<file path="src/logic/spk_regs.vh">
// Overview of operation
// - The speaker driver runs only while software holds the power bit D1 of page-one register 0x2D at one.
// - The output gain is the three-bit field D6 to D4 of page-one register 0x30.
// - A gain field of 000 mutes the speaker output instead of amplifying.
// - Short-circuit protection cannot be disabled and shuts the output stage down on overcurrent, never limiting current.
// - Read-only bit D7 of page-zero register 0x2E reports that overcurrent disabled the output.
// - After an overcurrent shutdown the stage stays off until a reset, and a master reset returns every register to default.
// - Writing one to the power bit is a power-stage reset that keeps other settings and shuts down again if the fault remains.
// - Thermal protection is always on, stops switching while hot and resumes by itself once cool.
// - Read-only bit D7 of page-zero register 0x2D reports overtemperature.
// - A mixer routes either or both playback channels to the speaker and can swap the two channels.
// - The general-purpose pin can be an input so software can watch an active-low external fault line.
// - A short while the power bit is set, or any overtemperature fault, mutes the amplifier without host action.
`ifndef SPK_REGS_VH
`define SPK_REGS_VH

// ****************************************************************
// pages and register offsets
// ****************************************************************
`define SPK_PG0 1'b0
`define SPK_PG1 1'b1
`define SPK_SWRST_ADDR 8'h01
`define SPK_OTP_ADDR 8'h2D
`define SPK_SHORT_ADDR 8'h2E
`define SPK_GPIO_ADDR 8'h34
`define SPK_ROUTE_ADDR 8'h3F
`define SPK_PWR_ADDR 8'h2D
`define SPK_GAIN_ADDR 8'h30

// ****************************************************************
// field positions
// ****************************************************************
`define SPK_FLAG_BIT 7
`define SPK_PWR_BIT 1
`define SPK_SWRST_BIT 0
`define SPK_GAIN_HI 6
`define SPK_GAIN_LO 4
`define SPK_MUTE_CODE 3'h0
`define SPK_GPIO_VAL_BIT 0
`define SPK_GPIO_IN_BIT 1
`define SPK_GPIO_MODE_LO 2
`define SPK_GPIO_MODE_HI 3
`define SPK_GPIO_OFF 2'h0
`define SPK_GPIO_INPUT 2'h1
`define SPK_GPIO_OUTPUT 2'h2
`define SPK_ROUTE_NONE 2'h0
`define SPK_ROUTE_A 2'h1
`define SPK_ROUTE_B 2'h2
`define SPK_ROUTE_MIX 2'h3
`define SPK_SWAP_BIT 2

// ****************************************************************
// reset values
// ****************************************************************
`define SPK_PWR_RST 1'b0
`define SPK_GAIN_RST 3'h0
`define SPK_ROUTE_RST 3'h3
`define SPK_GPIO_MODE_RST 2'h0
`define SPK_GPIO_VAL_RST 1'b0

`endif

</file>
<file path="src/logic/spk_sync.v">
`timescale 1ns/10ps
`default_nettype none

// ****************************************************************
// two-stage synchroniser for asynchronous pins
// ****************************************************************
module spk_sync #(
    parameter W = 1
) (
    input wire clk,
    input wire nrst,
    input wire [W-1:0] d,
    output reg [W-1:0] q
);

reg [W-1:0] meta_reg;

// first stage feeds only the second stage
always @(posedge clk or negedge nrst) begin
    if (!nrst) begin
        meta_reg <= {W{1'b0}};
        q <= {W{1'b0}};
    end else begin
        meta_reg <= d;
        q <= meta_reg;
    end
end

endmodule

`default_nettype wire

</file>
<file path="src/logic/spk_fault_ctrl.v">
`timescale 1ns/10ps
`default_nettype none
`include "spk_regs.vh"

// ****************************************************************
// speaker driver control and fault handling
// ****************************************************************
module spk_fault_ctrl #(
    parameter SW = 16
) (
    input wire clk,
    input wire nrst,
    input wire reg_page,
    input wire [7:0] reg_addr,
    input wire reg_wr_en,
    input wire [7:0] reg_wdata,
    input wire reg_rd_en,
    output reg [7:0] reg_rdata,
    input wire [SW-1:0] left_sample,
    input wire [SW-1:0] right_sample,
    input wire sample_valid,
    input wire short_det_pin,
    input wire overtemp_pin,
    input wire gpio_in,
    output reg gpio_out,
    output reg gpio_oe_n,
    output reg [SW+3:0] spk_level,
    output reg spk_stage_en,
    output reg spk_mute
);

// ****************************************************************
// pin synchronisation
// ****************************************************************
wire [2:0] pins_sync;
wire short_s;
wire otp_s;
wire gpio_s;

spk_sync #(.W(3)) u_sync (
    .clk(clk),
    .nrst(nrst),
    .d({gpio_in, overtemp_pin, short_det_pin}),
    .q(pins_sync)
);

assign short_s = pins_sync[0];
assign otp_s = pins_sync[1];
assign gpio_s = pins_sync[2];

// ****************************************************************
// register decode
// ****************************************************************
reg power_reg;
reg [2:0] gain_reg;
reg [2:0] route_reg;
reg [1:0] gpio_mode_reg;
reg gpio_val_reg;
reg short_latch_reg;

wire wr0;
wire wr1;
wire soft_rst;
wire pwr_wr;
wire stage_reset;

// page select for the two register pages
assign wr0 = reg_wr_en & (reg_page == `SPK_PG0);
assign wr1 = reg_wr_en & (reg_page == `SPK_PG1);

// software master reset, self clearing, acts in the write cycle
assign soft_rst = wr0 & (reg_addr == `SPK_SWRST_ADDR)
    & reg_wdata[`SPK_SWRST_BIT];

// a write of one to the power bit also restarts the power stage
assign pwr_wr = wr1 & (reg_addr == `SPK_PWR_ADDR);
assign stage_reset = pwr_wr & reg_wdata[`SPK_PWR_BIT];

// ****************************************************************
// writable control registers
// ****************************************************************
// power bit, gain field, routing and pin control
always @(posedge clk or negedge nrst) begin
    if (!nrst) begin
        power_reg <= `SPK_PWR_RST;
        gain_reg <= `SPK_GAIN_RST;
        route_reg <= `SPK_ROUTE_RST;
        gpio_mode_reg <= `SPK_GPIO_MODE_RST;
        gpio_val_reg <= `SPK_GPIO_VAL_RST;
    end else if (soft_rst) begin
        power_reg <= `SPK_PWR_RST;
        gain_reg <= `SPK_GAIN_RST;
        route_reg <= `SPK_ROUTE_RST;
        gpio_mode_reg <= `SPK_GPIO_MODE_RST;
        gpio_val_reg <= `SPK_GPIO_VAL_RST;
    end else begin
        if (pwr_wr) begin
            power_reg <= reg_wdata[`SPK_PWR_BIT];
        end
        if (wr1 && reg_addr == `SPK_GAIN_ADDR) begin
            gain_reg <= reg_wdata[`SPK_GAIN_HI:`SPK_GAIN_LO];
        end
        if (wr0 && reg_addr == `SPK_ROUTE_ADDR) begin
            route_reg <= reg_wdata[2:0];
        end
        if (wr0 && reg_addr == `SPK_GPIO_ADDR) begin
            gpio_mode_reg <= reg_wdata[`SPK_GPIO_MODE_HI:`SPK_GPIO_MODE_LO];
            gpio_val_reg <= reg_wdata[`SPK_GPIO_VAL_BIT];
        end
    end
end

// ****************************************************************
// short-circuit latch
// ****************************************************************
// no write path reaches it: only the fault, the stage reset and
// the master reset move it; a fault beats a stage reset, the master reset beats both
always @(posedge clk or negedge nrst) begin
    if (!nrst) begin
        short_latch_reg <= 1'b0;
    end else if (soft_rst) begin
        short_latch_reg <= 1'b0;
    end else if (short_s && power_reg) begin
        short_latch_reg <= 1'b1;
    end else if (stage_reset) begin
        short_latch_reg <= 1'b0;
    end
end

// ****************************************************************
// output stage enable and mute
// ****************************************************************
reg mute_now;
reg stage_now;

// stage off on latched short or while hot; overheating clears alone
always @* begin
    stage_now = power_reg & ~short_latch_reg & ~otp_s;
    mute_now = (gain_reg == `SPK_MUTE_CODE)
        | short_latch_reg | otp_s;
end

always @(posedge clk or negedge nrst) begin
    if (!nrst) begin
        spk_stage_en <= 1'b0;
        spk_mute <= 1'b1;
    end else begin
        spk_stage_en <= stage_now;
        spk_mute <= mute_now;
    end
end

// ****************************************************************
// channel mixer and gain
// ****************************************************************
reg signed [SW-1:0] chan_a;
reg signed [SW-1:0] chan_b;
reg signed [SW:0] mix_sum;
reg signed [SW-1:0] mixed;
reg signed [SW+3:0] scaled;

// swap, select and average, then scale by the gain code
always @* begin
    chan_a = route_reg[`SPK_SWAP_BIT] ? right_sample : left_sample;
    chan_b = route_reg[`SPK_SWAP_BIT] ? left_sample : right_sample;
    mix_sum = {chan_a[SW-1], chan_a} + {chan_b[SW-1], chan_b};
    case (route_reg[1:0])
        `SPK_ROUTE_NONE: mixed = {SW{1'b0}};
        `SPK_ROUTE_A: mixed = chan_a;
        `SPK_ROUTE_B: mixed = chan_b;
        `SPK_ROUTE_MIX: mixed = mix_sum[SW:1];
        default: mixed = {SW{1'b0}};
    endcase
    scaled = mixed * $signed({1'b0, gain_reg});
end

// hold the last level; zero whenever muted or the stage is off
always @(posedge clk or negedge nrst) begin
    if (!nrst) begin
        spk_level <= {(SW+4){1'b0}};
    end else if (mute_now || !stage_now) begin
        spk_level <= {(SW+4){1'b0}};
    end else if (sample_valid) begin
        spk_level <= scaled;
    end
end

// ****************************************************************
// general-purpose pin
// ****************************************************************
// drives only in output mode; enable is active low
always @(posedge clk or negedge nrst) begin
    if (!nrst) begin
        gpio_out <= 1'b0;
        gpio_oe_n <= 1'b1;
    end else begin
        gpio_out <= gpio_val_reg;
        gpio_oe_n <= (gpio_mode_reg != `SPK_GPIO_OUTPUT);
    end
end

// ****************************************************************
// register readback
// ****************************************************************
reg [7:0] rd_mux;

// fault flags are read-only views of hardware state
always @* begin
    rd_mux = 8'h00;
    if (reg_page == `SPK_PG0) begin
        case (reg_addr)
            `SPK_OTP_ADDR: rd_mux[`SPK_FLAG_BIT] = otp_s;
            `SPK_SHORT_ADDR: rd_mux[`SPK_FLAG_BIT] = short_latch_reg;
            `SPK_ROUTE_ADDR: rd_mux[2:0] = route_reg;
            `SPK_GPIO_ADDR: begin
                rd_mux[`SPK_GPIO_MODE_HI:`SPK_GPIO_MODE_LO] = gpio_mode_reg;
                rd_mux[`SPK_GPIO_VAL_BIT] = gpio_val_reg;
                rd_mux[`SPK_GPIO_IN_BIT] =
                    (gpio_mode_reg == `SPK_GPIO_INPUT) & gpio_s;
            end
            default: rd_mux = 8'h00;
        endcase
    end else begin
        case (reg_addr)
            `SPK_PWR_ADDR: rd_mux[`SPK_PWR_BIT] = power_reg;
            `SPK_GAIN_ADDR: rd_mux[`SPK_GAIN_HI:`SPK_GAIN_LO] = gain_reg;
            default: rd_mux = 8'h00;
        endcase
    end
end

// read data is registered one cycle after the strobe
always @(posedge clk or negedge nrst) begin
    if (!nrst) begin
        reg_rdata <= 8'h00;
    end else if (reg_rd_en) begin
        reg_rdata <= rd_mux;
    end
end

endmodule

`default_nettype wire

</file>
<file path="config.mk">
export PLATFORM = sky130hd
export DESIGN_NAME = spk_fault_ctrl
export DESIGN_NICKNAME = d
export VERILOG_FILES = /design/src/logic/spk_sync.v /design/src/logic/spk_fault_ctrl.v
export VERILOG_INCLUDE_DIRS = /design/src /design/src/logic
export SDC_FILE = /design/constraint.sdc
export NUM_CORES = 1
export LEC_CHECK = 0
export ABC_AREA = 1
export BUFFER_PORTS_ARGS = -buffer_cell sky130_fd_sc_hd__buf_2
export CORE_MARGIN = 5
export CORE_UTILIZATION = 25
export DETAILED_ROUTE_END_ITERATION = 6
export GPL_ROUTABILITY_DRIVEN = 1
export HOLD_SLACK_MARGIN = 0.05
export PLACE_DENSITY = 0.42
export SYNTH_ARGS = -nofsm -noshare
export SYNTH_HDL_FRONTEND = slang
export SYNTH_SLANG_ARGS = --single-unit
export TNS_END_PERCENT = 20
</file>
<file path="constraint.sdc">
create_clock -name clk -period 12.9 [get_ports clk]
set_clock_uncertainty 0.2 [all_clocks]
set_input_delay 0.645 -clock clk [delete_from_list [all_inputs] [get_ports clk]]
set_output_delay 0.645 -clock clk [all_outputs]
set_load 0.1 [all_outputs]
</file>
Word level (Yosys, flattened, before mapping)
Index checks and enable logic that the tools add are counted.
{"block": "totals", "ff_bits": 49, "output_inout_bits": 32, "input_bits": 57, "word_cells": 79}
{"block": "op_classes", "eq_ne": 11, "n_addsub": 1, "bitwise": 14, "mux": 24, "multipliers": 1, "reduce_logical": 14}
{"cell": "case mux 16 bit (4 select lines)", "count": 1}
{"cell": "equality test 8 x 6 -> 1 bit (second input constant)", "count": 5}
{"cell": "two-way mux 20 bit", "count": 2}
{"cell": "two-way mux 16 bit", "count": 2}
{"cell": "multiplier 16 x 4 -> 20 bit", "count": 1}
{"cell": "adder 16 x 16 -> 17 bit", "count": 1}
{"cell": "two-way mux 3 bit", "count": 5}
{"cell": "nonzero test 2 bit", "count": 5}
{"cell": "AND 1 bit", "count": 9}
{"cell": "two-way mux 1 bit", "count": 9}
{"cell": "equality test 8 x 1 -> 1 bit (second input constant)", "count": 1}
{"cell": "two-way mux 8 bit", "count": 1}
{"cell": "case mux 3 bit (2 select lines)", "count": 1}
{"cell": "equality test 2 x 1 -> 1 bit (second input constant)", "count": 2}
{"cell": "equality test 2 bit (second input constant)", "count": 2}
{"cell": "logical AND 1 bit", "count": 4}
{"cell": "two-way mux 2 bit", "count": 2}
{"cell": "logical NOT 3 bit", "count": 1}
{"cell": "NOT 1 bit", "count": 3}
{"cell": "nonzero test 3 bit", "count": 1}
{"cell": "logical NOT 2 bit", "count": 1}
{"cell": "inequality test 2 bit (second input constant)", "count": 1}
{"cell": "OR 1 bit", "count": 2}
{"cell": "case mux 1 bit (2 select lines)", "count": 1}
{"cell": "other kinds (2)", "count": 2}

Longest topological paths before layout
Gate-level depths: netlist of the first run.
{"block": "depth", "depth_word": 6, "ltp_mapped": 31}

Hierarchy
Synthesis of the first run repeated with hierarchy kept, for this count alone.
{"block": "unflattened", "cells_unflattened": 831, "hier_area_um2": 5442.7}
{"module": "spk_fault_ctrl", "seq_area_each_um2": 1081.0, "area_each_um2": 5292.6, "cells_per_inst": 825, "instances": 1}
{"module": "spk_sync", "seq_area_each_um2": 150.1, "area_each_um2": 150.1, "cells_per_inst": 6, "instances": 1}

Worst setup path after synthesis of the first run
Ideal clock, no wire load.
{"block": "synth_path", "kind": "in2reg", "start": "in right_sample[1]", "end": "reg spk_level[12]", "setup_slack_ns": 8.287, "stages": 22, "path_buffers": 0, "required_time_ns": 12.580, "arrival_ns": 4.293, "path_cell_list": "or2_2 -> o21ai_0 -> inv_1 -> ha_1 -> nand2_1 -> inv_1 -> nand3_2 -> nand2_1 -> or2_2 -> a31oi_1 -> nor2_1 -> ha_1 -> inv_1 -> fa_1 -> fa_1 -> o21ai_2 -> nand2_1 -> nand2_1 -> a21oi_1 -> or2_2 -> nand3_1 -> nand2_1"}
{"block": "synth_via", "elab_chain_cells": 6, "elab_cells_between_ends": 7}
{"item": "from (decl)", "line_no": "spk_fault_ctrl.v:20", "text": "input wire [SW-1:0] right_sample,"}
{"item": "two-way mux 16 bit (on tied branches)", "line_no": "spk_fault_ctrl.v:164, spk_fault_ctrl.v:165"}
{"item": "adder 16 x 16 -> 17 bit", "line_no": "spk_fault_ctrl.v:166", "text": "mix_sum = {chan_a[SW-1], chan_a} + {chan_b[SW-1], chan_b};"}
{"item": "case mux 16 bit (4 select lines) *", "line_no": "spk_fault_ctrl.v:167", "text": "case (route_reg[1:0])"}
{"item": "multiplier 16 x 4 -> 20 bit *", "line_no": "spk_fault_ctrl.v:174", "text": "scaled = mixed * $signed({1'b0, gain_reg});"}
{"item": "two-way mux 20 bit *", "line_no": "spk_fault_ctrl.v:183", "text": "end else if (sample_valid) begin"}
{"item": "two-way mux 20 bit *", "line_no": "spk_fault_ctrl.v:181", "text": "end else if (mute_now || !stage_now) begin"}
{"item": "to (signal assigned)", "line_no": "spk_fault_ctrl.v:180", "text": "spk_level <= {(SW+4){1'b0}};"}
{"item": "to (signal assigned)", "line_no": "spk_fault_ctrl.v:182", "text": "spk_level <= {(SW+4){1'b0}};"}
{"item": "to (signal assigned)", "line_no": "spk_fault_ctrl.v:184", "text": "spk_level <= scaled;"}
{"item": "to (decl)", "line_no": "spk_fault_ctrl.v:27", "text": "output reg [SW+3:0] spk_level,"}
Every way passes the cells marked *; elsewhere a longest branch is shown, timed or not. The select of a mux whose other input is x is not followed.
A chain may end at the register's enable or synchronous reset.

Worst setup path in the final report of the first run
{"block": "layout_path", "start": "reg route_reg[2]", "end": "reg spk_level[18]"}
{"block": "layout_via", "elab_chain_cells": 6, "elab_cells_between_ends": 7}
{"item": "from (decl)", "line_no": "spk_fault_ctrl.v:56", "text": "reg [2:0] route_reg;"}
{"item": "from (signal assigned)", "line_no": "spk_fault_ctrl.v:87", "text": "route_reg <= `SPK_ROUTE_RST;"}
{"item": "from (signal assigned)", "line_no": "spk_fault_ctrl.v:93", "text": "route_reg <= `SPK_ROUTE_RST;"}
{"item": "from (signal assigned)", "line_no": "spk_fault_ctrl.v:104", "text": "route_reg <= reg_wdata[2:0];"}
{"item": "two-way mux 16 bit (on tied branches)", "line_no": "spk_fault_ctrl.v:164, spk_fault_ctrl.v:165"}
{"item": "adder 16 x 16 -> 17 bit", "line_no": "spk_fault_ctrl.v:166"}
{"item": "case mux 16 bit (4 select lines) *", "line_no": "spk_fault_ctrl.v:167"}
{"item": "multiplier 16 x 4 -> 20 bit *", "line_no": "spk_fault_ctrl.v:174"}
{"item": "two-way mux 20 bit *", "line_no": "spk_fault_ctrl.v:183"}
{"item": "two-way mux 20 bit *", "line_no": "spk_fault_ctrl.v:181"}
Marked as above.

==> flow_summary.yaml, run 1 <==
placement:
  port_buffers: 87
  hpwl_mm: 12.7
  place_congestion: 0.826
yosys:
  synth_top_family_by_area: "simple AND/OR/NAND/NOR gates"
  yosysMostFrequentCell: "nand2_1"
  synth_xor_area_frac: 0.00483
  synth_compound_area_frac: 0.190
  yosys.area.top_type: "dfrtp_1"
  syn_avg_cell_area_um2: 6.64
  synth_mux_area_frac: 0
  synth_nets: 946
  synth.distinct_cells: 39
  synth_top_area_frac: 0.207
  synth_top_flop_cell: "dfrtp_1"
  ys_seq_elements: 49
  ys_seq_area_frac: 0.226
  syn_inst: 820
  synthAdderAreaFrac: 0.182
  netlist_area_um2: 5440
  ys_top_cells_by_area: "dfrtp_1, nand2_1, ha_1"
  yosys.area_share.simple: 0.265
  synth_edf_count: 0
  synthArstFlopShare: 1.00
  ys_warn_count: 0
  synth_commonest_cells: "nand2_1, inv_1, a21oi_1"
sta:
  tightest_slew_ns: 0.633
  tns_ns: 0
  period_share: 0.422
  rsz0062_at_grt: "no"
  hold_viol_final: 0
  finalMaxSlewViolations: 0
  max_freq_ghz: 0.183
  slew_headroom: 0.578
  setup_viol: 0
  post-route-min-period_ns: 5.45
worst_setup_path:
  crit_buf_inv: 6
  reg2reg_slack_ns: 7.45
  worstSetupPathType: "reg -> reg"
  path_max_fanout: 34
  critPathLaunchType: "flip-flop"
  crit_required_ns: 12.88
  cp_common_cell: "nand2_1"
  path_depth: 29
  arrival_ns: 5.43
  end_kind: "flip-flop"
  rr_worst_depth: 29
  critPathSlowestCell: "fa_1"
  worst_path_largest_cell_delay_ns: 0.53
  critical_path.top_delay_family: "adder cells"
min_path:
  hp-class: "reg -> reg"
  holdPathStages: 0
pwr:
  peakVddDrop_mv: 0.0837
  cellPowerDensity_nw_per_um2: 192
  power_leakage_nw: 3.54
  power.total_w: 0.00122
drt:
  vias_per_cell: 4.48
  drc_errors: 0
  wl_per_cell_um: 12.8
  drt_iter0_drc: 198
  first_pass_iters: 7
  postRouteAntennaNets: 0
  vias: 5305
  wl_mm: 15.2
grt:
  grt_max_degree: 50
  grt_pass1_vias: 5519
  antenna_found_initial: 1
  overflow: 0
  grt_usage: 0.128
  grt_pass1_wl_mm: 26.0
floorplan:
  die_area_um2: 24800
  start_util: 0.252
  coreArea_um2: 21600
  die_x_um: 158
  die_h_um: 158
  rows: 54
  io_pins: 89
finish:
  ff_latch_area_um2: 1230
  area_growth_pct: 16.4
  antenna_cells: 0
  layout-drive-gt1-share: 0.138
  largest_registers: "spk_level x20, reg_rdata x8"
  largest_reg_flops: 20
  multi_input_area_um2: 3500
  fin_nets: 1028
  regMostFlops: "spk_level"
  fillerInstances: 2480
clock_tree:
  htreeDepth: 2
  ctsHoldBuffers: 0
  tritoncts: "yes"
  cts_setup_buffers: 0
  post_cts_resized: 0
  clock_path_buffers: 2
  root_buffer: "clkbuf_16"
  cts_buffers: 5
  clock-sinks: 49
  clkTransAtPathRegs_ns: 0.07
  insertion_delay_ns: 0.30
job:
  maxCapViolations: 0
run_status:
  outcome: "finished, final reports clean"
[layout make-up]
| type | count | area share |
|---|---|---|
| repair buffers | 92 | 0.0747 |
| multi-input cells | 587 | 0.552 |
| clock buffers | 6 | 0.0219 |
| inverters | 167 | 0.0990 |
| clock inverters | 2 | 0.00277 |
| well taps | 280 | 0.0553 |
| flip-flops and latches | 49 | 0.194 |
[per-stage QoR]
stage / instance area (um2) / setup slack, ns / instances / util / hold slack [ns]
6_report: 6330 / 7.45 / 1183 / 0.293 / 0.150
5_1_grt: 6330 / 6.86 / 1183 / 0.293 / 0.169
4_1_cts: 6330 / 7.36 / 1183 / 0.293 / 0.154
3_5_place_dp: 6180 / 7.39 / 1175 / 0.286 / 0.136
3_3_place_gp: 6180 / 7.40 / 1175 / 0.286 / 0.131
2_1_floorplan: 5440 / 8.29 / 820 / - / 0.131
[routing by layer]
metal / GRT usage / up-vias / share of wire
met3: 0.0217 / 11 / 0.041
met4: 0.0254 / 2 / 0.010
met1: 0.163 / 2387 / 0.46
met5: 0 / - / 0.00046
met2: 0.228 / 89 / 0.49
li1: - / 2816 / -
[cell families (layout without fill, tap and decap cells)]
group           Yosys count  after routing
buf+inv                 184            267
simple gates            338            338
fa+ha+maj                69             69
flops                    49             49
compound gates          177            177
xor+xnor                  3              3
[placed cells by master, fill, tap and decap left out, drive strengths merged, types with 6 or more instances in the layout]
master	instances
inv	168
fa	17
o31ai	6
clkbuf	6
nor3	10
a21oi	60
nand3	55
nor2	52
a22o	16
dfrtp	45
nand2	201
a21o	6
o21ai	69
nand4	7
ha	52
buf	92
[power breakdown]
group          internal (W)  switching (W)
Sequential         0.000158     0.00000334
Combinational      0.000334       0.000583
Clock             0.0000783      0.0000606
Total              0.000570       0.000647
[worst paths after layout]
check	start	endpoint
max in group asynchronous	nrst	reg_rdata[7]
worst min register to register	u_sync.meta_reg[1]	u_sync.q[1]
worst max-delay path	route_reg[2]	spk_level[18]
worst min-delay path	u_sync.meta_reg[1]	u_sync.q[1]
min in group asynchronous	nrst	spk_level[15]
worst max register to register	route_reg[2]	spk_level[18]
Note: power is estimated with default switching activity, not from simulation.
==> run 2: changes to the inputs <==
--- a/config.mk
+++ b/config.mk
@@ -13,7 +13,7 @@
 export DETAILED_ROUTE_END_ITERATION = 6
 export GPL_ROUTABILITY_DRIVEN = 1
 export HOLD_SLACK_MARGIN = 0.05
-export PLACE_DENSITY = 0.42
+export PLACE_DENSITY = 0.43
 export SYNTH_ARGS = -nofsm -noshare
 export SYNTH_HDL_FRONTEND = slang
 export SYNTH_SLANG_ARGS = --single-unit
==> constraint.sdc (replaced) <==
create_clock -name clk -period 4.7 [get_ports clk]
set_clock_uncertainty 0.2 [all_clocks]
set_input_delay 0.235 -clock clk [delete_from_list [all_inputs] [get_ports clk]]
set_output_delay 0.235 -clock clk [all_outputs]
set_load 0.1 [all_outputs]
==> run 2 against run 1 <==
Power grew to 4.2 times the previous value. Cell count rose by 7.5%. Core utilization is 7.2 points higher. Global-route usage increased by 0.28 points. Sequential power grew to 2.8 times the previous value. Sequential cell count is the same. Critical endpoint is now spk_level[13].
==> flow_summary.yaml, run 2 (synthesis results as in run 1) <==
clock_tree:
  clock-sinks: 49
  clkTransAtPathRegs_ns: 0.07
  htreeDepth: 2
  cts_buffers: 5
  tritoncts: "yes"
  clock_path_buffers: 2
  insertion_delay_ns: 0.30
  root_buffer: "clkbuf_16"
sta:
  worst_hold_slack_ns: 0.0890
  finalMaxSlewViolations: 0
  slew_headroom: 0.570
  max_freq_ghz: 0.224
  tightest_slew_ns: 0.644
  fin_ws_ns: 0.232
  period_share: 0.951
  post-route-min-period_ns: 4.47
  hold_viol_final: 0
  setup_viol: 0
  rsz0062_at_grt: "yes"
finish:
  layout_commonest_cell: "nand2_1"
  postLayoutCellArea_um2: 7890
  layout-drive-gt1-share: 0.335
  ff_latch_area_um2: 1230
  regMostFlops: "spk_level"
  largest_registers: "spk_level x20, reg_rdata x8"
  fillerInstances: 2360
  fin_nets: 1117
  multi_input_area_um2: 4230
  final_cell_mix: "nand2_1, inv_1, buf_2"
  largest_reg_flops: 20
  area_growth_pct: 45.0
  antenna_cells: 0
min_path:
  holdPathStages: 4
  hold_path_end: "reg_rdata[7]"
  min_from: "reg_addr[4]"
  hp-class: "in -> reg"
floorplan:
  rows: 54
  die_h_um: 158
  die_area_um2: 24800
  io_pins: 89
  coreArea_um2: 21600
  die_x_um: 158
  start_util: 0.252
worst_setup_path:
  reg2reg_to: "spk_level[13]"
  rr_worst_depth: 25
  cp_common_cell: "nand2_1"
  rr_startpoint: "route_reg[2]"
  critPathSlowestCell: "fa_1"
  worst_path_largest_cell_delay_ns: 0.51
  worstSetupPathType: "reg -> reg"
  end_kind: "flip-flop"
  arrival_ns: 4.46
  path_max_fanout: 7
  critPathLaunchType: "flip-flop"
  reg2reg_slack_ns: 0.23
  crit_required_ns: 4.69
drt:
  vias_per_cell: 4.51
  drt_iter0_drc: 169
  wl_mm: 16.8
  wl_per_cell_um: 13.2
  first_pass_iters: 4
  postRouteAntennaNets: 0
  vias: 5737
  drc_errors: 0
pwr:
  peakVddDrop_mv: 0.388
  power_leakage_nw: 4.08
  cellPowerDensity_nw_per_um2: 642
grt:
  grt_usage: 0.130
  overflow: 0
  grt_max_degree: 50
  antenna_found_initial: 0
  grt_pass1_vias: 5669
  grt_pass1_wl_mm: 26.7
placement:
  port_buffers: 87
  postPlaceCellArea_um2: 6640
  hpwl_mm: 13.0
  place_congestion: 0.825
  dp_slack_ns: -0.0986
run_status:
  outcome: "finished, final reports clean"
job:
  maxCapViolations: 0
## run 2: changes by cell type in the layout (fill, tap and decap cells not counted), moves of 11 or more
cell	delta
nand2_2	+19
dlygate4sd3_1	+14
a21oi_1	-24
o21ai_2	+14
ha_4	+22
nand3_1	-11
a21oi_2	+22
o21ai_0	-29
buf_4	+67
o21ai_1	+11
nand2_1	-22
ha_1	-23
## run 2: per-stage QoR
step,utilization,total power (W),setup TNS (ns),instances
floorplan,-,0.00241,0,820
finish,0.365,0.00506,0,1272
global route,0.365,0.00562,-0.149,1272
global placement,0.307,0.00360,-0.355,1233
CTS,0.323,0.00411,0,1255
detailed placement,0.307,0.00359,-0.318,1233
## run 2: how the worst max path moves through the flow
stage,startpoint,to,depth (start not counted)
after floorplan,route_reg[2],spk_level[12],22
after global placement,route_reg[2],spk_level[18],28
after detailed placement,route_reg[2],spk_level[18],28
after CTS,route_reg[2],spk_level[15],27
after global routing,route_reg[2],spk_level[19],24
final,route_reg[2],spk_level[13],25
## run 2: critical path, delay by kind of cell, from the launching register on
kind	cells	cell delay, ns
compound gates	6	0.90
buf+inv	7	0.71
simple gates	8	0.76
fa+ha+maj	4	1.34
flops	1	0.45
## run 2: timing repair
item / in CTS / in global routing
hold buffers: 14 / 0
gates resized for setup: 11 / 180
cloned: 0 / 4
endpoints found under the hold margin: 58 / 0
buffers inserted: 0 / 13
endpoints found under the setup margin: 9 / 15
pin swaps: 0 / 65
## run 2: area by class of cell
type / instances / share of cell area
timing repair buffer: 181 / 0.161
clock buffer: 5 / 0.0159
multi-input combinational: 587 / 0.536
sequential: 49 / 0.156
inverter: 167 / 0.0801
clock inverter: 3 / 0.00587
tap: 280 / 0.0444
## run 2: metal layers
metal  routed length, um  part of all wire  global-route usage  up-vias
li1                    -                 -                   -     3008
met1                7650              0.46               0.168     2632
met2                8190              0.49               0.231       89
met3                 798             0.048              0.0256        8
met4                 121            0.0072              0.0209        0
met5                   0                 0                   0        -
## run 2: power breakdown
group | leakage [nW] | internal (W) | total, W | switching (W)
combinational | 3.40 | 0.00201 | 0.00419 | 0.00218
sequential | 0.607 | 0.000434 | 0.000444 | 0.0000103
clock | 0.0800 | 0.000252 | 0.000426 | 0.000173
total | 4.08 | 0.00269 | 0.00506 | 0.00237
